$ cat src/core/psic_cfg.svh
// constants for the pipelined sram input control block
`ifndef PSIC_CFG_SVH
`define PSIC_CFG_SVH
`define PSIC_ADDR_W      20
`define PSIC_LANES       4
`define PSIC_LANE_W      9
`define PSIC_BURST_LEN   4
`define PSIC_BURST_W     2
`define PSIC_BURST_ONE   2'h1
`define PSIC_BURST_ZERO  2'h0
`endif

$ cat src/core/psic_pkg.sv
// types for the pipelined sram input control block
`include "psic_cfg.svh"
package psic_pkg;
	// access kind of the captured cycle
	typedef enum logic [1:0] {
		PSIC_IDLE  = 2'b00,
		PSIC_READ  = 2'b01,
		PSIC_WRITE = 2'b10
	} psic_op_type;
	// control group sampled from the controller
	typedef struct packed {
		logic                    chip_select_one_n;
		logic                    chip_select_two;
		logic                    chip_select_three_n;
		logic                    write_strobe_n;
		logic                    advance_or_load;
		logic [`PSIC_LANES-1:0]  lane_write_sel_n;
	} psic_ctrl_type;
endpackage : psic_pkg

$ cat src/core/psic_input_ctrl.sv
// input capture, burst counter and output-enable control of a pipelined sram
`timescale 1ns/1ps
`default_nettype none
`include "psic_cfg.svh"
module psic_input_ctrl
	import psic_pkg::*;
#(
	parameter int ADDR_W = `PSIC_ADDR_W,
	parameter int LANES  = `PSIC_LANES
) (
	input  wire logic                 clk,
	input  wire logic                 reset,
	input  wire logic                 clock_qualifier_n,
	input  wire psic_ctrl_type        ctrl,
	input  wire logic [ADDR_W-1:0]    addr,
	input  wire logic                 burst_interleaved,
	output logic [ADDR_W-1:0]         access_addr_q,
	output logic [LANES-1:0]          lane_write_en_q,
	output logic                      write_cycle_q,
	output logic                      read_cycle_q,
	output logic                      data_out_mask_q
);
	logic                     qual;          // effective edge
	logic                     sel_now;       // chip selects decode
	logic                     selected_q;    // device selected at the last qualified load cycle
	logic                     mode_q;        // strap caught during reset
	logic [ADDR_W-1:0]        base_q;        // loaded address
	logic [`PSIC_BURST_W-1:0] cnt_q;         // burst step count
	logic [`PSIC_BURST_W-1:0] cnt_d;         // next burst step
	logic [`PSIC_BURST_W-1:0] low_bits;      // burst address low bits
	psic_op_type              op_q;          // access of the current cycle
	psic_op_type              load_op;       // kind a load cycle would start

	// qualifier and select decode are plain gates on the sampled pins; next count adds one to cnt_q
	assign qual    = ~clock_qualifier_n;
	assign sel_now = ~ctrl.chip_select_one_n & ctrl.chip_select_two & ~ctrl.chip_select_three_n;
	assign cnt_d   = cnt_q + `PSIC_BURST_ONE; // wraps after four steps

	// burst order: xor for interleaved, add for linear
	// built from the next count, so the address lands with the step itself
	always_comb begin
		if (mode_q) begin
			low_bits = base_q[`PSIC_BURST_W-1:0] ^ cnt_d;
		end else begin
			low_bits = base_q[`PSIC_BURST_W-1:0] + cnt_d;
		end
	end

	// access kind a load cycle would start; advance cycles never use it
	always_comb begin
		if (!sel_now) begin
			load_op = PSIC_IDLE;
		end else if (!ctrl.write_strobe_n) begin
			load_op = PSIC_WRITE;
		end else begin
			load_op = PSIC_READ;
		end
	end

	// strap is static, so sample it once per clock while in reset
	always_ff @(posedge clk) begin
		if (reset) begin
			mode_q <= burst_interleaved;
		end
	end

	// address load or burst advance
	always_ff @(posedge clk) begin
		if (reset) begin
			base_q <= '0;
			cnt_q  <= `PSIC_BURST_ZERO;
		end else if (qual) begin
			if (!ctrl.advance_or_load) begin
				base_q <= addr;
				cnt_q  <= `PSIC_BURST_ZERO;
			end else begin
				cnt_q <= cnt_d;
			end
		end
	end

	// access address presented to the array
	always_ff @(posedge clk) begin
		if (reset) begin
			access_addr_q <= '0;
		end else if (qual) begin
			if (!ctrl.advance_or_load) begin
				access_addr_q <= addr;
			end else begin
				// high bits stay in the loaded block, only the low pair walks
				access_addr_q <= {base_q[ADDR_W-1:`PSIC_BURST_W], low_bits};
			end
		end
	end

	// access kind and selection; advance keeps previous selection
	// a burst that starts selected stays selected until the next load
	always_ff @(posedge clk) begin
		if (reset) begin
			op_q       <= PSIC_IDLE;
			selected_q <= 1'b0;
		end else if (qual) begin
			if (ctrl.advance_or_load) begin
				op_q <= op_q; // burst continues same kind
			end else if (!sel_now) begin
				op_q <= PSIC_IDLE;
			end else if (!ctrl.write_strobe_n) begin
				op_q <= PSIC_WRITE;
			end else begin
				op_q <= PSIC_READ;
			end
			selected_q <= ctrl.advance_or_load ? selected_q : sel_now;
		end
	end

	// lane enables cover data byte and parity bit together; a burst step keeps the
	// kind and lanes of its load, since the strobe is not asserted on advance cycles
	// and lane selects alone must never open a lane
	always_ff @(posedge clk) begin
		if (reset) begin
			lane_write_en_q <= '0;
			write_cycle_q   <= 1'b0;
			read_cycle_q    <= 1'b0;
		end else if (qual && !ctrl.advance_or_load) begin
			case (load_op)
				PSIC_WRITE: begin
					write_cycle_q   <= 1'b1;
					read_cycle_q    <= 1'b0;
					lane_write_en_q <= ~ctrl.lane_write_sel_n;
				end
				PSIC_READ: begin
					write_cycle_q   <= 1'b0;
					read_cycle_q    <= 1'b1;
					lane_write_en_q <= '0;
				end
				default: begin // deselected load starts no access
					write_cycle_q   <= 1'b0;
					read_cycle_q    <= 1'b0;
					lane_write_en_q <= '0;
				end
			endcase
		end
	end

	// output mask: write data phase, first cycle out of deselect, deselected
	always_ff @(posedge clk) begin
		if (reset) begin
			data_out_mask_q <= 1'b1;
		end else if (qual) begin
			data_out_mask_q <= ~(ctrl.advance_or_load ? selected_q : sel_now)
				| ~selected_q
				| ~(ctrl.advance_or_load ? (op_q != PSIC_WRITE) : ctrl.write_strobe_n);
		end
	end
endmodule : psic_input_ctrl
`default_nettype wire

$ cat config.mk
export PLATFORM = sky130hd
export DESIGN_NAME = psic_input_ctrl
export DESIGN_NICKNAME = d
export VERILOG_FILES = /design/src/core/psic_pkg.sv /design/src/core/psic_input_ctrl.sv
export VERILOG_INCLUDE_DIRS = /design/src /design/src/core
export SDC_FILE = /design/constraint.sdc
export NUM_CORES = 1
export LEC_CHECK = 0
export ABC_AREA = 0
export BUFFER_PORTS_ARGS = -buffer_cell sky130_fd_sc_hd__buf_2
export CAP_MARGIN = 20
export CELL_PAD_IN_SITES_DETAIL_PLACEMENT = 1
export CELL_PAD_IN_SITES_GLOBAL_PLACEMENT = 2
export CORE_MARGIN = 4
export CORE_UTILIZATION = 27
export CTS_BUF_LIST = sky130_fd_sc_hd__clkbuf_8 sky130_fd_sc_hd__clkbuf_16
export DETAILED_ROUTE_END_ITERATION = 6
export GPL_ROUTABILITY_DRIVEN = 0
export GPL_TIMING_DRIVEN = 0
export PLACE_DENSITY_LB_ADDON = 0.1
export SYNTH_ARGS = -nofsm -noshare
export SYNTH_HDL_FRONTEND = slang
export SYNTH_SLANG_ARGS = --single-unit
$ cat constraint.sdc
create_clock -name clk -period 1.4 [get_ports clk]
set_input_delay 0.21 -clock clk [delete_from_list [all_inputs] [get_ports clk]]
set_output_delay 0.21 -clock clk [all_outputs]
set_load 0.01 [all_outputs]
==> impl_metrics.csv, run 1 <==
group,metric,value,unit
yosys,synth_area_leaders,"dfxtp_1 (46%), mux2_2 (9.9%), mux2i_1 (9.7%)",
critical_path,crit_arrival,1.57,ns
critical_path,crit_path_start_kind,"flop",
cts,root_buffer,"clkbuf_8",
global_route,grt_overflow,0,
pwr,internal_power,2.07,mW
pwr,p_clk_frac,0.309,
routing,drc,0,
cts,cts_sinks,51,
yosys,netlist_area,2160,µm²
floorplanning,die_x,97.4,µm
critical_path,cp-endpoint,"access_addr_q[1]",
global_route,grt_first_pass_wirelength,9.47,mm
layout,drive_above_1_share,0.360,
layout,fin_nets,330,
timing,relSlewSlack,0.610,
layout,final_core_util,0.348,
critical_path,cpMaxStageDelayCell,"dfxtp_2",
critical_path,crit_path_end_kind,"flop",
pwr,swShare,0.270,
routing,ant_nets,0,
critical_path,cpPeakStageDelay,0.34,ns
timing,period_share,0.970,
yosys,yosys.area.top_type,"dfxtp_1",
critical_path,worstPathRequired,1.61,ns
pwr,p_seq_frac,0.548,
critical_path,crit_path_cell_trace,"buf_6 > xor2_2 > xnor3_1 > o41ai_2",
timing,drv_slew,0,
routing,post_drt_via_cell_ratio,4.52,
timing,max_freq,736,MHz
yosys,synth_top_area_share,0.463,
floorplanning,core_region_area,7770,µm²
cts,cts_buffers,5,
layout,antenna_cells,0,
layout,area_delta_synth_final,25.1,%
cts,hold_buffers,0,
cts,htree_num_levels,2,
yosys,syn_area_per_cell,9.43,µm²
cts,worstSkewPairLatency,0.31,ns
timing,whs,0.0829,ns
placement,io_buffers,58,
global_route,grt_usage,0.125,
layout,design_area,2700,µm²
global_route,grt_pass1_vias,1872,
yosys,yosysWarnings,0,
yosys,yosys_register_bits,51,
layout,final_common_cell,"buf_2",
floorplanning,initial_core_util,0.278,
timing,worstMarginPinSlew,0.586,ns
global_route,antenna_found_initial,0,
timing,final-hold-violation-count,0,
pwr,ir_worst_vdd,0.386,mV
routing,wire_per_inst,14.4,µm
critical_path,cp_max_fo,2,
floorplanning,die_h,97.4,µm
yosys,syn_inst,229,
floorplanning,ios,60,
critical_path,reg2reg_depth,4,
routing,num_vias,1802,
critical_path,r2r-start,"cnt_q[0]",
status,status,"completed",
placement,dp_hpwl,4.15,mm
yosys,ys_seq_area_frac,0.477,
timing,rsz0062_at_grt,"yes",
timing,finalSetupViolations,0,
critical_path,ff2ff_setup_slack,0.04,ns
placement,placed_cell_area,2580,µm²
yosys,syn_nets,263,
timing,skew,0.00723,ns
pwr,switching_power,0.766,mW
layout,final_cell_mix,"buf_2 (64), dfxtp_1 (49), nand2_1 (40)",
timing,period_needed,1.36,ns
worst_hold_path,min_path_type,"input pin to flop",
yosys,ys_types,30,
routing,drtIter0Drc,29,
pwr,pwr_density_cell,1050,nW/µm²
routing,totalWireLength,5.76,mm
cts,cts_buffer_depth,2,
global_route,grt_max_degree,17,
critical_path,r2r-end,"access_addr_q[1]",
critical_path,crit_type,"flop to flop",
pwr,power_leakage,1.23,nW
pwr,comb_power_share,0.143,
floorplanning,dieArea,9490,µm²
critical_path,crit_start,"cnt_q[0]",
floorplanning,rows,32,
cts,tritoncts,"yes",
routing,dr.pass1.iters,4,
cts,clk_pin_slew_worst_paths,0.09,ns
flow_run,maxCapViolCount,0,
## synthesized netlist by cell type, drive strengths merged
cell type / number
dfxtp: 50
nand2: 40
nor2: 28
a21oi: 21
mux2i: 21
mux2: 19
buf: 13
inv: 8
a32oi: 4
clkbuf: 4
nor2b: 3
nor3: 3
o21ai: 2
a22oi: 1
a311oi: 1
a31oi: 1
edfxtp: 1
ha: 1
nor3b: 1
nor4b: 1
o221ai: 1
o41ai: 1
or2: 1
or4: 1
xnor3: 1
xor2: 1
## through the flow
step	setup TNS, ns	cells	power [mW]	worst slack (ns)
6_report	0	399	2.84	0.0419
5_1_grt	-0.0367	399	2.99	-0.0367
4_1_cts	0	398	2.88	0.0473
3_5_place_dp	-0.0503	389	1.99	-0.0503
3_3_place_gp	-0.0460	389	1.99	-0.0460
2_1_floorplan	0	229	1.83	0.0880
## registers in the layout (all words and copies together) (netlist names)
| register | cells |
|---|---|
| read_cycle_q | 1 |
| base_q | 20 |
| selected_q | 1 |
| access_addr_q | 20 |
| op_q | 1 |
| cnt_q | 2 |
| mode_q | 1 |
| data_out_mask_q | 1 |
| lane_write_en_q | 4 |
## area by class of cell
cell class / instances / area (µm²)
Fill cell: 952 / 5060
Sequential cell: 51 / 1030
Multi-Input combinational cell: 153 / 1010
Timing Repair Buffer: 60 / 309
Tap cell: 102 / 128
Buffer: 17 / 109
Clock buffer: 5 / 68.8
Inverter: 8 / 30.0
Clock inverter: 3 / 18.8
## metal layers
layer  wire length, µm  up-vias  global-route usage
met5                 0        -                   0
met4                70        0              0.0383
met3               203        7              0.0287
met2              2710       34               0.206
met1              2770      857               0.161
li1                  -      904                   -
## power by group through the flow
stage	clock [mW]	sequential (mW)	combinational (mW)
2_1_floorplan	0	1.60	0.233
3_3_place_gp	0	1.59	0.400
3_5_place_dp	0	1.59	0.401
4_1_cts	0.919	1.55	0.410
5_1_grt	0.972	1.56	0.457
6_report	0.876	1.55	0.405
## worst min-delay path by stage
stage,cells past startpoint,start,end,slack (ns)
after floorplan,0,burst_interleaved,mode_q,0.31
after global placement,1,burst_interleaved,mode_q,0.39
after detailed placement,1,burst_interleaved,mode_q,0.40
after CTS,1,burst_interleaved,mode_q,0.08
after global routing,1,burst_interleaved,mode_q,0.07
final,1,burst_interleaved,mode_q,0.08
## worst max-delay path, delay by kind of cell, from the launching register on
| kind | cells | cell delay [ns] |
|---|---|---|
| xor+xnor | 2 | 0.51 |
| buf+inv | 1 | 0.12 |
| compound gates | 1 | 0.31 |
| flops | 1 | 0.34 |
## kinds of logic (layout without fill, tap and decap cells)
logic type / count (synthesis) / in the layout / share of synthesized area
DFF: 51 / 51 / 0.477
xor gates and xnor gates: 2 / 2 / 0.0145
muxes: 40 / 40 / 0.196
AOI/OAI and AO/OA: 32 / 32 / 0.0881
and+or+nand+nor: 78 / 78 / 0.154
adders and majority gates: 1 / 1 / 0.00579
buffers and inverters: 25 / 93 / 0.0643
## repair_timing
item	4_1_cts	5_1_grt
resized for setup	3	2
buffers inserted	1	1
pin swaps	0	2
endpoints found under the setup margin	1	1
Power figures use the tool's default switching activity.
==> run 2, diff against run 1 <==
- PLACE_DENSITY: unset -> 0.76
- PLACE_DENSITY_LB_ADDON: 0.1 -> unset
==> run 2 against run 1 <==
Net effect:
- core utilization is 0.27 points higher
- clock-buffer cell count rose by 1
- via count down 1.1%
- combinational power down 1%
- die area stayed put
- final area is 0.79% higher
- first-iteration DRC count down 17%
- hold slack gained 0.0013 ns
- critical path type unchanged
- highest routed layer unchanged
==> impl_metrics.csv, run 2 (same netlist as run 1, synthesis figures left out) <==
group,metric,value,unit
layout,fillerInstances,939,
global_route,grt_usage,0.119,
cts,root_buffer,"clkbuf_8",
critical_path,cp_max_fo,3,
layout,drive_above_1_share,0.351,
worst_hold_path,min_path_type,"input pin to flop",
critical_path,crit_type,"flop to flop",
routing,num_vias,1782,
floorplanning,rows,32,
flow_run,maxCapViolCount,0,
global_route,grt_pass1_vias,1848,
timing,finalSetupViolations,0,
critical_path,crit_path_end_kind,"flop",
layout,final_cells,398,
floorplanning,die_h,97.4,µm
timing,period_needed,1.24,ns
layout,fin_nets,329,
status,status,"completed",
layout,final_cell_mix,"buf_2 (64), dfxtp_1 (49), nand2_1 (40)",
floorplanning,initial_core_util,0.278,
placement,io_buffers,58,
routing,ant_nets,0,
floorplanning,die_x,97.4,µm
global_route,antenna_found_initial,0,
cts,tritoncts,"yes",
cts,worstSkewPairLatency,0.30,ns
global_route,grt_first_pass_wirelength,9.07,mm
cts,clk_pin_slew_worst_paths,0.09,ns
routing,drtIter0Drc,24,
placement,dp_hpwl,4.11,mm
floorplanning,ios,60,
timing,relSlewSlack,0.639,
cts,htree_num_levels,2,
floorplanning,core_region_area,7770,µm²
routing,dr.pass1.iters,6,
routing,post_drt_via_cell_ratio,4.48,
layout,area_delta_synth_final,26.1,%
timing,drv_slew,0,
timing,rsz0062_at_grt,"no",
layout,final_common_cell,"buf_2",
timing,max_freq,807,MHz
cts,hold_buffers,0,
cts,cts_buffers,5,
global_route,grt_overflow,0,
timing,whs,0.0842,ns
layout,antenna_cells,0,
placement,placed_cell_area,2580,µm²
layout,design_area,2720,µm²
critical_path,worstPathRequired,1.58,ns
placement,dp_cells,389,
routing,drc,0,
global_route,grt_max_degree,16,
routing,totalWireLength,5.68,mm
layout,top_regs,"access_addr_q: 20 flops, base_q: 20 flops, lane_write_en_q: 4 flops",
timing,worstMarginPinSlew,0.541,ns
critical_path,crit_path_start_kind,"flop",
critical_path,ff2ff_setup_slack,0.16,ns
pwr,pwr_density_cell,1130,nW/µm²
pwr,power_leakage,1.24,nW
cts,cts_buffer_depth,2,
timing,skew,0.00317,ns
timing,period_share,0.885,
pwr,ir_worst_vdd,0.391,mV
floorplanning,dieArea,9490,µm²
critical_path,crit_arrival,1.42,ns
cts,cts_sinks,51,
routing,wire_per_inst,14.3,µm
timing,final-hold-violation-count,0,
run 2: cell types whose count changed in the layout (fill, tap and decap cells not counted):
cell | previous run | this run
buf_6 | 4 | 3
inv_6 | 1 | 0
xor2_1 | 0 | 1
xor2_2 | 1 | 0
clkbuf_16 | 0 | 1
clkinv_2 | 2 | 0
bufinv_16 | 0 | 1
inv_1 | 8 | 9
run 2: layer usage:
layer / vias up / track usage / wire, µm / share of wire
met5: - / 0 / 0 / 0
met4: 0 / 0.0383 / 68 / 0.012
met3: 4 / 0.0273 / 212 / 0.037
met2: 31 / 0.207 / 2790 / 0.49
met1: 843 / 0.145 / 2610 / 0.46
li1: 904 / - / - / -
run 2: timing repair:
action,CTS,global route
pin swaps,0,1
buffers inserted,0,1
endpoints found under the setup margin,1,1
gates resized for setup,1,2
run 2: path summary, 6_finish.rpt:
check	depth (start not counted)	end	from
setup / recovery	5	access_addr_q[0]	cnt_q[0]
hold / removal	1	mode_q	burst_interleaved
setup reg to reg	5	access_addr_q[0]	cnt_q[0]
hold reg to reg	2	base_q[7]	base_q[7]
run 2: area by class of cell:
cell class	instances	area (µm²)	share of cell area
clock buffer	6	93.8	0.0345
timing repair buffer	59	298	0.109
tap	102	128	0.0469
sequential	51	1030	0.379
buffer	17	109	0.0400
clock inverter	2	33.8	0.0124
inverter	8	30.0	0.0110
multi-input combinational	153	1000	0.367
run 2: per-stage QoR:
stage	setup TNS, ns	setup WS [ns]	util	power (mW)
after floorplan	0	0.0880	-	1.83
after global placement	-0.0188	-0.0188	0.332	1.98
after detailed placement	-0.0261	-0.0261	0.332	1.99
after CTS	0	0.00955	0.348	3.13
after global routing	0	0.0874	0.351	3.25
final	0	0.161	0.351	3.09
run 2: critical path, stage by stage, from the launching register on:
cell and delay, ns:
dfxtp_2 0.36, inv_1 0.06, ha_1 0.26, mux2_2 0.26
mux2i_1 0.12, nor2_1 0.05
run 2: power by group:
| group | leakage, nW | switching [mW] | internal, mW |
|---|---|---|---|
| clock | 0.0677 | 0.497 | 0.636 |
| combinational | 0.754 | 0.209 | 0.190 |
| sequential | 0.419 | 0.0331 | 1.52 |
| total | 1.24 | 0.739 | 2.35 |
